===== src/verilog/sfs_pkg.sv =====
// sfs_pkg: opcodes, lane widths, phase lengths and timing for the flash command sequencer
// assumes one 250 MHz system clock; the spi clock is oversampled, not used as a clock
`default_nettype none
package sfs_pkg;

	// command opcodes handled by this block
	localparam logic [7:0] OP_FAST_READ  = 8'h0b;
	localparam logic [7:0] OP_DUAL_OUT   = 8'h3b;
	localparam logic [7:0] OP_QUAD_OUT   = 8'h6b;
	localparam logic [7:0] OP_DUAL_IO    = 8'hbb;
	localparam logic [7:0] OP_QUAD_IO    = 8'heb;
	localparam logic [7:0] OP_PAGE_PROG  = 8'h02;

	// lanes used per clock
	localparam logic [2:0] LANES_ONE     = 3'h1;
	localparam logic [2:0] LANES_TWO     = 3'h2;
	localparam logic [2:0] LANES_FOUR    = 3'h4;

	// phase lengths in spi clocks
	localparam logic [4:0] OPCODE_CLOCKS = 5'h08;
	localparam logic [4:0] DUMMY_FAST    = 5'h08;
	localparam logic [4:0] DUMMY_NONE    = 5'h00;
	localparam logic [4:0] DUMMY_QUAD_IO = 5'h04;

	// array geometry
	localparam int         ADDR_BITS     = 24;
	localparam int         PAGE_BYTES    = 256;

	// pin group reset value: chip select idle high, clock and lanes low
	localparam logic [5:0] PIN_IDLE      = 6'h20;

	// program cycle time
	localparam int         CLOCK_PERIOD_PS = 4000;
	localparam int         PROG_TIME_NS    = 400000;
	localparam int         PROG_CYCLES     = PROG_TIME_NS * 1000 / CLOCK_PERIOD_PS;

endpackage : sfs_pkg
`default_nettype wire


===== src/verilog/sfs_pin_sync.sv =====
// sfs_pin_sync: three-stage synchroniser for asynchronous pins with an agreement filter
// assumes pins may change at any time relative to clock
`timescale 1ns/1ps
`default_nettype none
module sfs_pin_sync #(
	parameter int               WIDTH = 6,
	parameter logic [WIDTH-1:0] INIT  = '0
) (
	input  wire logic             clock,
	input  wire logic             rstn,
	input  wire logic [WIDTH-1:0] pinIn,
	output logic      [WIDTH-1:0] pinOut
);

	logic [WIDTH-1:0] stage1;
	logic [WIDTH-1:0] stage2;
	logic [WIDTH-1:0] stage3;

	// stage1 feeds only stage2, so metastability never reaches the filter
	always_ff @(posedge clock) begin
		if (!rstn) begin
			stage1 <= INIT;
			stage2 <= INIT;
			stage3 <= INIT;
		end else begin
			stage1 <= pinIn;
			stage2 <= stage1;
			stage3 <= stage2;
		end
	end

	// a bit changes only once stage2 and stage3 agree
	always_ff @(posedge clock) begin
		if (!rstn) begin
			pinOut <= INIT;
		end else begin
			pinOut <= (~(stage2 ^ stage3) & stage3) | ((stage2 ^ stage3) & pinOut);
		end
	end

endmodule : sfs_pin_sync
`default_nettype wire


===== src/verilog/sfs_flash_seq.sv =====
// sfs_flash_seq: fast read family and page program command handling of a serial nor flash
// assumes array read data follows memReadAddr within one clock, array writes and-in data,
// and protection decode, status reads and the write enable commands live outside
`timescale 1ns/1ps
`default_nettype none
module sfs_flash_seq
	import sfs_pkg::*;
#(
	parameter int PROG_CYCLE_COUNT = PROG_CYCLES
) (
	input  wire logic        clock,
	input  wire logic        rstn,
	input  wire logic        sclkPin,
	input  wire logic        chipSelectN,
	input  wire logic [3:0]  laneIn,
	output logic      [3:0]  laneOut,
	output logic      [3:0]  laneOe,
	input  wire logic        quadLaneEnableBit,
	input  wire logic        writeLatchArmed,
	output logic             clearWriteLatch,
	output logic             busyFlag,
	output logic      [23:0] memReadAddr,
	input  wire logic [7:0]  memReadData,
	output logic             arrayWriteStrobe,
	output logic      [23:0] arrayWriteAddr,
	output logic      [7:0]  arrayWriteData,
	output logic      [15:0] progPageAddr,
	input  wire logic        progPageLocked,
	output logic      [7:0]  continuousReadModeBits
);

	typedef enum logic [2:0] {
		ST_IDLE   = 3'b000,
		ST_OPCODE = 3'b001,
		ST_ADDR   = 3'b010,
		ST_MODE   = 3'b011,
		ST_DUMMY  = 3'b100,
		ST_READ   = 3'b101,
		ST_PROG   = 3'b110,
		ST_IGNORE = 3'b111
	} sfs_state_t;

	typedef enum logic [1:0] {
		PG_IDLE  = 2'b00,
		PG_CHECK = 2'b01,
		PG_WRITE = 2'b10,
		PG_WAIT  = 2'b11
	} sfs_prog_t;

	sfs_state_t             state;
	sfs_prog_t              pgState;
	logic [5:0]             pinsF;
	logic                   sclkF;
	logic                   csnF;
	logic [3:0]             lanesF;
	logic                   sclkPrev;
	logic                   csnPrev;
	logic                   riseEv;
	logic                   fallEv;
	logic                   csnRise;
	logic                   csnFall;
	logic [4:0]             clkCnt;
	logic [23:0]            inShift;
	logic [23:0]            next_shift;
	logic [7:0]             opNow;
	logic [2:0]             addrW;
	logic [2:0]             dataW;
	logic [4:0]             dummyN;
	logic                   hasMode;
	logic [7:0]             txByte;
	logic [2:0]             beat;
	logic [6:0]             progByte;
	logic [2:0]             progBitCnt;
	logic [23:0]            progAddr;
	logic [7:0]             progIdx;
	logic                   progAny;
	logic                   progStart;
	logic                   byteStrobe;
	logic                   clearStrobe;
	logic [7:0]             pageBuf [PAGE_BYTES];
	logic [PAGE_BYTES-1:0]  pageValid;
	logic [7:0]             walkIdx;
	logic [31:0]            pgTimer;
	logic                   progCmd;
	logic [4:0]             beatsPerByte;

	// shift lanes into the low end, lane three first in quad, lane one first in dual
	function automatic logic [23:0] shiftIn(input logic [23:0] sh, input logic [3:0] lanes, input logic [2:0] w);
		case (w)
			LANES_FOUR: shiftIn = {sh[19:0], lanes};
			LANES_TWO:  shiftIn = {sh[21:0], lanes[1:0]};
			default:    shiftIn = {sh[22:0], lanes[0]};
		endcase
	endfunction : shiftIn

	// spi clocks needed to move nbits over w lanes
	function automatic logic [4:0] phaseClocks(input logic [4:0] nbits, input logic [2:0] w);
		case (w)
			LANES_FOUR: phaseClocks = {2'h0, nbits[4:2]};
			LANES_TWO:  phaseClocks = {1'h0, nbits[4:1]};
			default:    phaseClocks = nbits;
		endcase
	endfunction : phaseClocks

	// lane values for one beat of a byte; single lane data leaves on lane one
	function automatic logic [3:0] laneSlice(input logic [7:0] b, input logic [2:0] pos, input logic [2:0] w);
		logic [7:0] rot;
		rot = b << (pos * w);
		case (w)
			LANES_FOUR: laneSlice = rot[7:4];
			LANES_TWO:  laneSlice = {2'h0, rot[7:6]};
			default:    laneSlice = {2'h0, rot[7], 1'h0};
		endcase
	endfunction : laneSlice

	// chip select, spi clock and the four lanes all cross from the pins
	sfs_pin_sync #(
		.WIDTH (6),
		.INIT  (PIN_IDLE)
	) pinSync (
		.clock  (clock),
		.rstn   (rstn),
		.pinIn  ({chipSelectN, sclkPin, laneIn}),
		.pinOut (pinsF)
	);

	assign csnF   = pinsF[5];
	assign sclkF  = pinsF[4];
	assign lanesF = pinsF[3:0];

	// edge detection on the filtered pins
	always_ff @(posedge clock) begin
		if (!rstn) begin
			sclkPrev <= 1'b0;
			csnPrev  <= 1'b1;
		end else begin
			sclkPrev <= sclkF;
			csnPrev  <= csnF;
		end
	end

	assign riseEv     = sclkF & ~sclkPrev & ~csnF;
	assign fallEv     = ~sclkF & sclkPrev & ~csnF;
	assign csnRise    = csnF & ~csnPrev;
	assign csnFall    = ~csnF & csnPrev;
	assign opNow      = {inShift[6:0], lanesF[0]};
	assign next_shift = shiftIn(inShift, lanesF, addrW);
	assign beatsPerByte = phaseClocks(5'd8, dataW);
	assign byteStrobe = riseEv && state == ST_PROG && progBitCnt == 3'h7;
	assign clearStrobe = riseEv && state == ST_OPCODE && clkCnt == OPCODE_CLOCKS - 5'h01
		&& opNow == OP_PAGE_PROG && writeLatchArmed && !busyFlag;
	// discard unless the last byte completed exactly at deselect
	assign progStart  = csnRise && state == ST_PROG && progBitCnt == 3'h0 && progAny;

	// command sequencer, advanced on rising spi clock edges
	always_ff @(posedge clock) begin
		if (!rstn) begin
			state   <= ST_IDLE;
			clkCnt  <= 5'h00;
			inShift <= 24'h000000;
			addrW   <= LANES_ONE;
			dataW   <= LANES_ONE;
			dummyN  <= DUMMY_FAST;
			hasMode <= 1'b0;
			continuousReadModeBits <= 8'h00;
		end else if (csnF) begin
			state  <= ST_IDLE;
			clkCnt <= 5'h00;
		end else if (csnFall) begin
			state   <= ST_OPCODE;
			clkCnt  <= 5'h00;
			inShift <= 24'h000000;
		end else if (riseEv) begin
			clkCnt <= clkCnt + 5'h01;
			case (state)
				ST_OPCODE: begin
					inShift <= {inShift[22:0], lanesF[0]};
					if (clkCnt == OPCODE_CLOCKS - 5'h01) begin
						clkCnt  <= 5'h00;
						hasMode <= 1'b0;
						dummyN  <= DUMMY_FAST;
						addrW   <= LANES_ONE;
						dataW   <= LANES_ONE;
						state   <= ST_ADDR;
						// nothing but status polling is served while a cycle runs
						if (busyFlag) state <= ST_IGNORE;
						else case (opNow)
							OP_FAST_READ: dataW <= LANES_ONE;
							OP_DUAL_OUT:  dataW <= LANES_TWO;
							OP_QUAD_OUT: begin
								dataW <= LANES_FOUR;
								if (!quadLaneEnableBit) state <= ST_IGNORE;
							end
							OP_DUAL_IO: begin
								addrW   <= LANES_TWO;
								dataW   <= LANES_TWO;
								hasMode <= 1'b1;
								dummyN  <= DUMMY_NONE;
							end
							OP_QUAD_IO: begin
								addrW   <= LANES_FOUR;
								dataW   <= LANES_FOUR;
								hasMode <= 1'b1;
								dummyN  <= DUMMY_QUAD_IO;
								if (!quadLaneEnableBit) state <= ST_IGNORE;
							end
							OP_PAGE_PROG: begin
								if (!writeLatchArmed) state <= ST_IGNORE;
							end
							default: state <= ST_IGNORE;
						endcase
					end
				end
				ST_ADDR: begin
					inShift <= next_shift;
					if (clkCnt == phaseClocks(5'd24, addrW) - 5'h01) begin
						clkCnt <= 5'h00;
						// the accept mark decides, the shifter now holds address bits, not the opcode
						if (progCmd) state <= ST_PROG;
						else if (hasMode) state <= ST_MODE;
						else state <= ST_DUMMY;
					end
				end
				ST_MODE: begin
					// in dual io these four mode clocks are the dummy clocks
					inShift <= next_shift;
					if (clkCnt == phaseClocks(5'd8, addrW) - 5'h01) begin
						clkCnt <= 5'h00;
						continuousReadModeBits <= next_shift[7:0];
						state  <= (dummyN == DUMMY_NONE) ? ST_READ : ST_DUMMY;
					end
				end
				ST_DUMMY: begin
					if (clkCnt == dummyN - 5'h01) begin
						clkCnt <= 5'h00;
						state  <= ST_READ;
					end
				end
				default: clkCnt <= 5'h00;
			endcase
		end
	end

	// a program command is marked when 02h is accepted, cleared on deselect
	always_ff @(posedge clock) begin
		if (!rstn) progCmd <= 1'b0;
		else if (csnF) progCmd <= 1'b0;
		else if (clearStrobe) progCmd <= 1'b1;
	end

	// read address: loaded at the end of address, stepped once per byte sent
	always_ff @(posedge clock) begin
		if (!rstn) begin
			memReadAddr <= 24'h000000;
			progAddr    <= 24'h000000;
		end else if (riseEv && state == ST_ADDR && clkCnt == phaseClocks(5'd24, addrW) - 5'h01) begin
			memReadAddr <= next_shift;
			progAddr    <= next_shift;
		end else if (fallEv && state == ST_READ && beat == 3'h0) begin
			memReadAddr <= memReadAddr + 24'h000001;
		end
	end

	// lane drive: changes on falling spi clock, released on deselect and outside data
	always_ff @(posedge clock) begin
		if (!rstn) begin
			laneOut <= 4'h0;
			laneOe  <= 4'h0;
			txByte  <= 8'h00;
			beat    <= 3'h0;
		end else if (csnF || state != ST_READ) begin
			laneOe <= 4'h0;
			beat   <= 3'h0;
		end else if (fallEv) begin
			if (beat == 3'h0) begin
				txByte  <= memReadData;
				laneOut <= laneSlice(memReadData, 3'h0, dataW);
			end else begin
				laneOut <= laneSlice(txByte, beat, dataW);
			end
			case (dataW)
				LANES_FOUR: laneOe <= 4'hf;
				LANES_TWO:  laneOe <= 4'h3;
				default:    laneOe <= 4'h2;
			endcase
			beat <= (beat == beatsPerByte[2:0] - 3'h1) ? 3'h0 : beat + 3'h1;
		end
	end

	// program data collection on lane zero, byte index wraps inside the page
	always_ff @(posedge clock) begin
		if (!rstn) begin
			progByte   <= 7'h00;
			progBitCnt <= 3'h0;
			progIdx    <= 8'h00;
			progAny    <= 1'b0;
		end else if (csnFall) begin
			progBitCnt <= 3'h0;
			progAny    <= 1'b0;
		end else if (riseEv && state == ST_ADDR) begin
			progIdx <= next_shift[7:0];
		end else if (riseEv && state == ST_PROG) begin
			progByte   <= {progByte[5:0], lanesF[0]};
			progBitCnt <= progBitCnt + 3'h1;
			if (byteStrobe) begin
				progIdx <= progIdx + 8'h01;
				progAny <= 1'b1;
			end
		end
	end

	// page buffer: later bytes at the same index overwrite earlier ones
	always_ff @(posedge clock) begin
		if (!rstn) begin
			pageValid <= '0;
		end else if (clearStrobe) begin
			pageValid <= '0;
		end else if (byteStrobe) begin
			pageValid[progIdx] <= 1'b1;
		end
	end

	always_ff @(posedge clock) begin
		if (byteStrobe) pageBuf[progIdx] <= {progByte, lanesF[0]};
	end

	// program engine: protection check, buffer walk, then wait out the cycle time
	always_ff @(posedge clock) begin
		if (!rstn) begin
			pgState          <= PG_IDLE;
			busyFlag         <= 1'b0;
			clearWriteLatch  <= 1'b0;
			walkIdx          <= 8'h00;
			pgTimer          <= 32'h00000000;
			progPageAddr     <= 16'h0000;
			arrayWriteStrobe <= 1'b0;
			arrayWriteAddr   <= 24'h000000;
			arrayWriteData   <= 8'h00;
		end else begin
			clearWriteLatch  <= 1'b0;
			arrayWriteStrobe <= 1'b0;
			case (pgState)
				PG_IDLE: begin
					if (progStart) begin
						progPageAddr <= progAddr[23:8];
						pgState      <= PG_CHECK;
					end
				end
				PG_CHECK: begin
					walkIdx <= 8'h00;
					pgTimer <= 32'h00000000;
					if (progPageLocked) pgState <= PG_IDLE;
					else begin
						busyFlag <= 1'b1;
						pgState  <= PG_WRITE;
					end
				end
				PG_WRITE: begin
					pgTimer          <= pgTimer + 32'h00000001;
					arrayWriteStrobe <= pageValid[walkIdx];
					arrayWriteAddr   <= {progPageAddr, walkIdx};
					arrayWriteData   <= pageBuf[walkIdx];
					walkIdx          <= walkIdx + 8'h01;
					if (walkIdx == 8'hff) pgState <= PG_WAIT;
				end
				PG_WAIT: begin
					pgTimer <= pgTimer + 32'h00000001;
					if (pgTimer >= 32'(PROG_CYCLE_COUNT - 1)) begin
						busyFlag        <= 1'b0;
						clearWriteLatch <= 1'b1;
						pgState         <= PG_IDLE;
					end
				end
				default: pgState <= PG_IDLE;
			endcase
		end
	end

endmodule : sfs_flash_seq
`default_nettype wire


===== config.mk =====
export PLATFORM = sky130hd
export DESIGN_NAME = sfs_flash_seq
export DESIGN_NICKNAME = d
export VERILOG_FILES = /design/src/verilog/sfs_pkg.sv /design/src/verilog/sfs_pin_sync.sv /design/src/verilog/sfs_flash_seq.sv
export SDC_FILE = /design/constraint.sdc
export NUM_CORES = 2
export LEC_CHECK = 0
export BUFFER_PORTS_ARGS = -buffer_cell sky130_fd_sc_hd__buf_2
export CAP_MARGIN = 10
export CORE_AREA = 2 2 502 504
export CTS_CLUSTER_SIZE = 30
export DETAILED_ROUTE_END_ITERATION = 16
export DIE_AREA = 0 0 504 506
export GPL_ROUTABILITY_DRIVEN = 0
export GPL_TIMING_DRIVEN = 1
export HOLD_SLACK_MARGIN = 0.08
export SLEW_MARGIN = 20
export SYNTH_ARGS = -nofsm -noshare
export SYNTH_HDL_FRONTEND = slang
export SYNTH_HIERARCHICAL = 1
export SYNTH_SLANG_ARGS = --single-unit
export TNS_END_PERCENT = 1

===== constraint.sdc =====
create_clock -name clock -period 6.4 [get_ports clock]
set_input_delay 1.28 -clock clock [delete_from_list [all_inputs] [get_ports clock]]
set_output_delay 1.28 -clock clock [all_outputs]
set_load 0.03 [all_outputs]

==> impl_metrics.env <==
export IMPL_num_rows=184
export IMPL_finalMaxSlewViolations=0
export IMPL_hold_path_class="flip-flop to flip-flop"
export IMPL_setup_worst_path_end_class="flip-flop"
export IMPL_vias=54920
export IMPL_yosys_warnings=6
export IMPL_grt_max_degree=203
export IMPL_ctsResizeCount=0
export IMPL_die_area_um2=255000
export IMPL_wl_per_cell_um=29.40
export IMPL_cts_root_buf="clkbuf_16"
export IMPL_fmax_ghz=0.2103
export IMPL_cts_sinks=2547
export IMPL_pin_count=110
export IMPL_synth_adder_area_share_pct=0.2644
export IMPL_antenna_found_initial=5
export IMPL_synth_main_ff_cell="edfxtp_1"
export IMPL_max_cap_viol_count=0
export IMPL_routed_wl_um=276000
export IMPL_final_cell_mix="2,048 x edfxtp_1, 581 x mux4_2, 488 x nor2_1"
export IMPL_first_pass_iters=8
export IMPL_worst_slew_pin_slew_ns=1.204
export IMPL_vdd_drop_max_uv=226.2
export IMPL_clock_path_buffers=4
export IMPL_die_w_um=504
export IMPL_placed_area_um2=103800
export IMPL_crit_path_max_fanout=16
export IMPL_syn_cell_area_um2=99380
export IMPL_timing_slew_headroom_pct=19.45
export IMPL_worstSetupStartpointType="flip-flop"
export IMPL_rsz0062_at_grt="no"
export IMPL_postRouteAntennaNets=0
export IMPL_instances_no_fill=9386
export IMPL_skew_ns=0.09036
export IMPL_cts_hold_fix_buffers=0
export IMPL_ys_types=79
export IMPL_fp_dieH_um=506
export IMPL_ys_ff_latch=2547
export IMPL_tns_ns=0
export IMPL_ys_seq_area_share_pct=71.94
export IMPL_grt_pass1_vias=53560
export IMPL_drt_iter0_markers=6687
export IMPL_via_per_inst=5.852
export IMPL_cts_setup_buffers=0
export IMPL_path_class="flip-flop to flip-flop"
export IMPL_grt_overflow=0
export IMPL_hold_viol_final=0
export IMPL_synth_area_mux_share_pct=15.04
export IMPL_start_util_pct=39.75
export IMPL_syn2layout_area_growth_pct=13.55
export IMPL_whs_ns=0.4351
export IMPL_synth_async_reset_ratio_pct=0
export IMPL_synth_top_family_by_area="multiplexers"
export IMPL_period_share_pct=74.29
export IMPL_syn_avg_cell_area_um2=17.52
export IMPL_synth_compound_area_share_pct=5.860
export IMPL_cts_buffers_inserted=284
export IMPL_layout_commonest_cell="edfxtp_1"
export IMPL_synth_edf_count=2048
export IMPL_hpwl_um=166500
export IMPL_powerDensity_nw_per_um2=297.3
export IMPL_cts_tree="done"
export IMPL_dp_cells=8886
export IMPL_core_area_um2=250000
export IMPL_synth_xor_area_share_pct=0.4394
export IMPL_clk_insertion_delay_late_ns=0.95
export IMPL_grt_pass1_wl_um=394100
export IMPL_layout_min_cycle_time_ns=4.755
export IMPL_syn_inst=5673
export IMPL_grt_usage_pct=21.21
export IMPL_required_ns=6.95
export IMPL_power_mw=33.55
export IMPL_p_leak_nw=35.42
export IMPL_setup_violations_final=0
export IMPL_synth_simple_area_share_pct=4.798
export IMPL_cp_arrival_ns=5.30
export IMPL_status="complete, no violations"
export IMPL_clk_transition_reported_paths_ns=0.06
export IMPL_ctsHtreeMaxLevel=5
export IMPL_drc=0
export IMPL_io_buffers=109
export IMPL_nets=5865
export IMPL_synth_nets=5713
export IMPL_layout_drive_gt1_share_pct=21.18
export IMPL_final_area_um2=112800
[stage by stage]
step	setup slack (ns)	utilization (%)
3_3_place_gp	1.841	41.52
5_1_grt	1.568	45.13
6_report	1.645	45.14
2_1_floorplan	1.048	-
4_1_cts	1.814	45.12
3_5_place_dp	1.771	41.53
[power by group]
part           internal (mW)  leakage (nW)  switching [mW]  total, mW
clock                   9.42          4.40            6.40       15.8
combinational         0.0209          8.02          0.0736     0.0945
sequential              17.6          23.0         0.00274       17.6
[critical path, stage by stage (launching register included)]
cell	delay [ns]
dfxtp_1	0.39
nor3b_2	0.47
and2_1	0.32
nand2_1	0.31
nor3b_2	0.97
nand3_1	0.98
nor2_1	0.96
[cells by family after synthesis]
family                     Yosys count
DFF                               2547
buffers and inverters              381
adders and majority gates           21
muxes                              766
AOI/OAI and AO/OA                  843
xor gates and xnor gates            49
and+or+nand+nor                   1066
[layout make-up]
cell class                      count  area (um2)
Fill cell                       21340      137200
Sequential cell                  2547       71540
Multi-Input combinational cell   2745       26350
Clock buffer                      380        7865
Tap cell                         3348        4189
Timing Repair Buffer              220        1658
Clock inverter                    114        1122
Inverter                           27       108.9
Antenna cell                        5       12.51
[cells in the mapped netlist, types with 14 or more instances]
library cell  number  area (um2)
xnor2_1           22       192.7
o22ai_1           85       531.8
mux2i_1          175        1752
mux4_2           581       13090
nand2b_1          21       131.4
a21oi_1          102       510.5
a211oi_1          32       240.2
nor2b_1           25       156.4
o21ai_0          111       555.5
dfxtp_1          499        9990
buf_1             31       116.4
buf_4             26       195.2
nand4_1           28       175.2
o21a_1           262        1967
buf_2             93       465.5
and2_1            27       168.9
edfxtp_1        2048       61500
inv_1             24       90.09
o211ai_1          14       105.1
nor2_1           495        1858
xor2_1            26       227.7
a31oi_1           20       125.1
nor3_1            38       190.2
clkbuf_1         201       754.5
and3_1            16       100.1
a22oi_1          106       795.8
ha_1              21       262.8
nand3_1           72       360.4
nand2_1          256       960.9
nor4_1            14       87.58
[final timing paths]
path                                start                           end  slack, ns  depth (start not counted)
max                             flip-flop     pageBuf[210][6]$_DFFE_PP_       1.65                          6
min          pinSync/stage1[3]$_SDFF_PN0_  pinSync/stage2[3]$_SDFF_PN0_       0.44                          1
max reg2reg                     flip-flop     pageBuf[210][6]$_DFFE_PP_       1.65                          6
min reg2reg  pinSync/stage1[3]$_SDFF_PN0_  pinSync/stage2[3]$_SDFF_PN0_       0.44                          1
[sequential cells by signal, indices dropped and copies added (netlist names), 16 cells and up, named ones only]
signal / cells
memReadAddr: 24
pageBuf: 2048
inShift: 23
progPageAddr: 16
arrayWriteAddr: 24
progAddr: 16
pgTimer: 32
pageValid: 256
[layer usage]
layer	part of all wire, %	global-route usage (%)	vias to the layer above	routed length [um]
li1	-	-	22960	-
met1	41	29.89	28750	113700
met2	46	32.73	2741	127300
met3	9.2	4.567	461	25380
met4	3.4	7.232	8	9435
met5	0.058	0	-	159
Power figures use the tool's default switching activity.
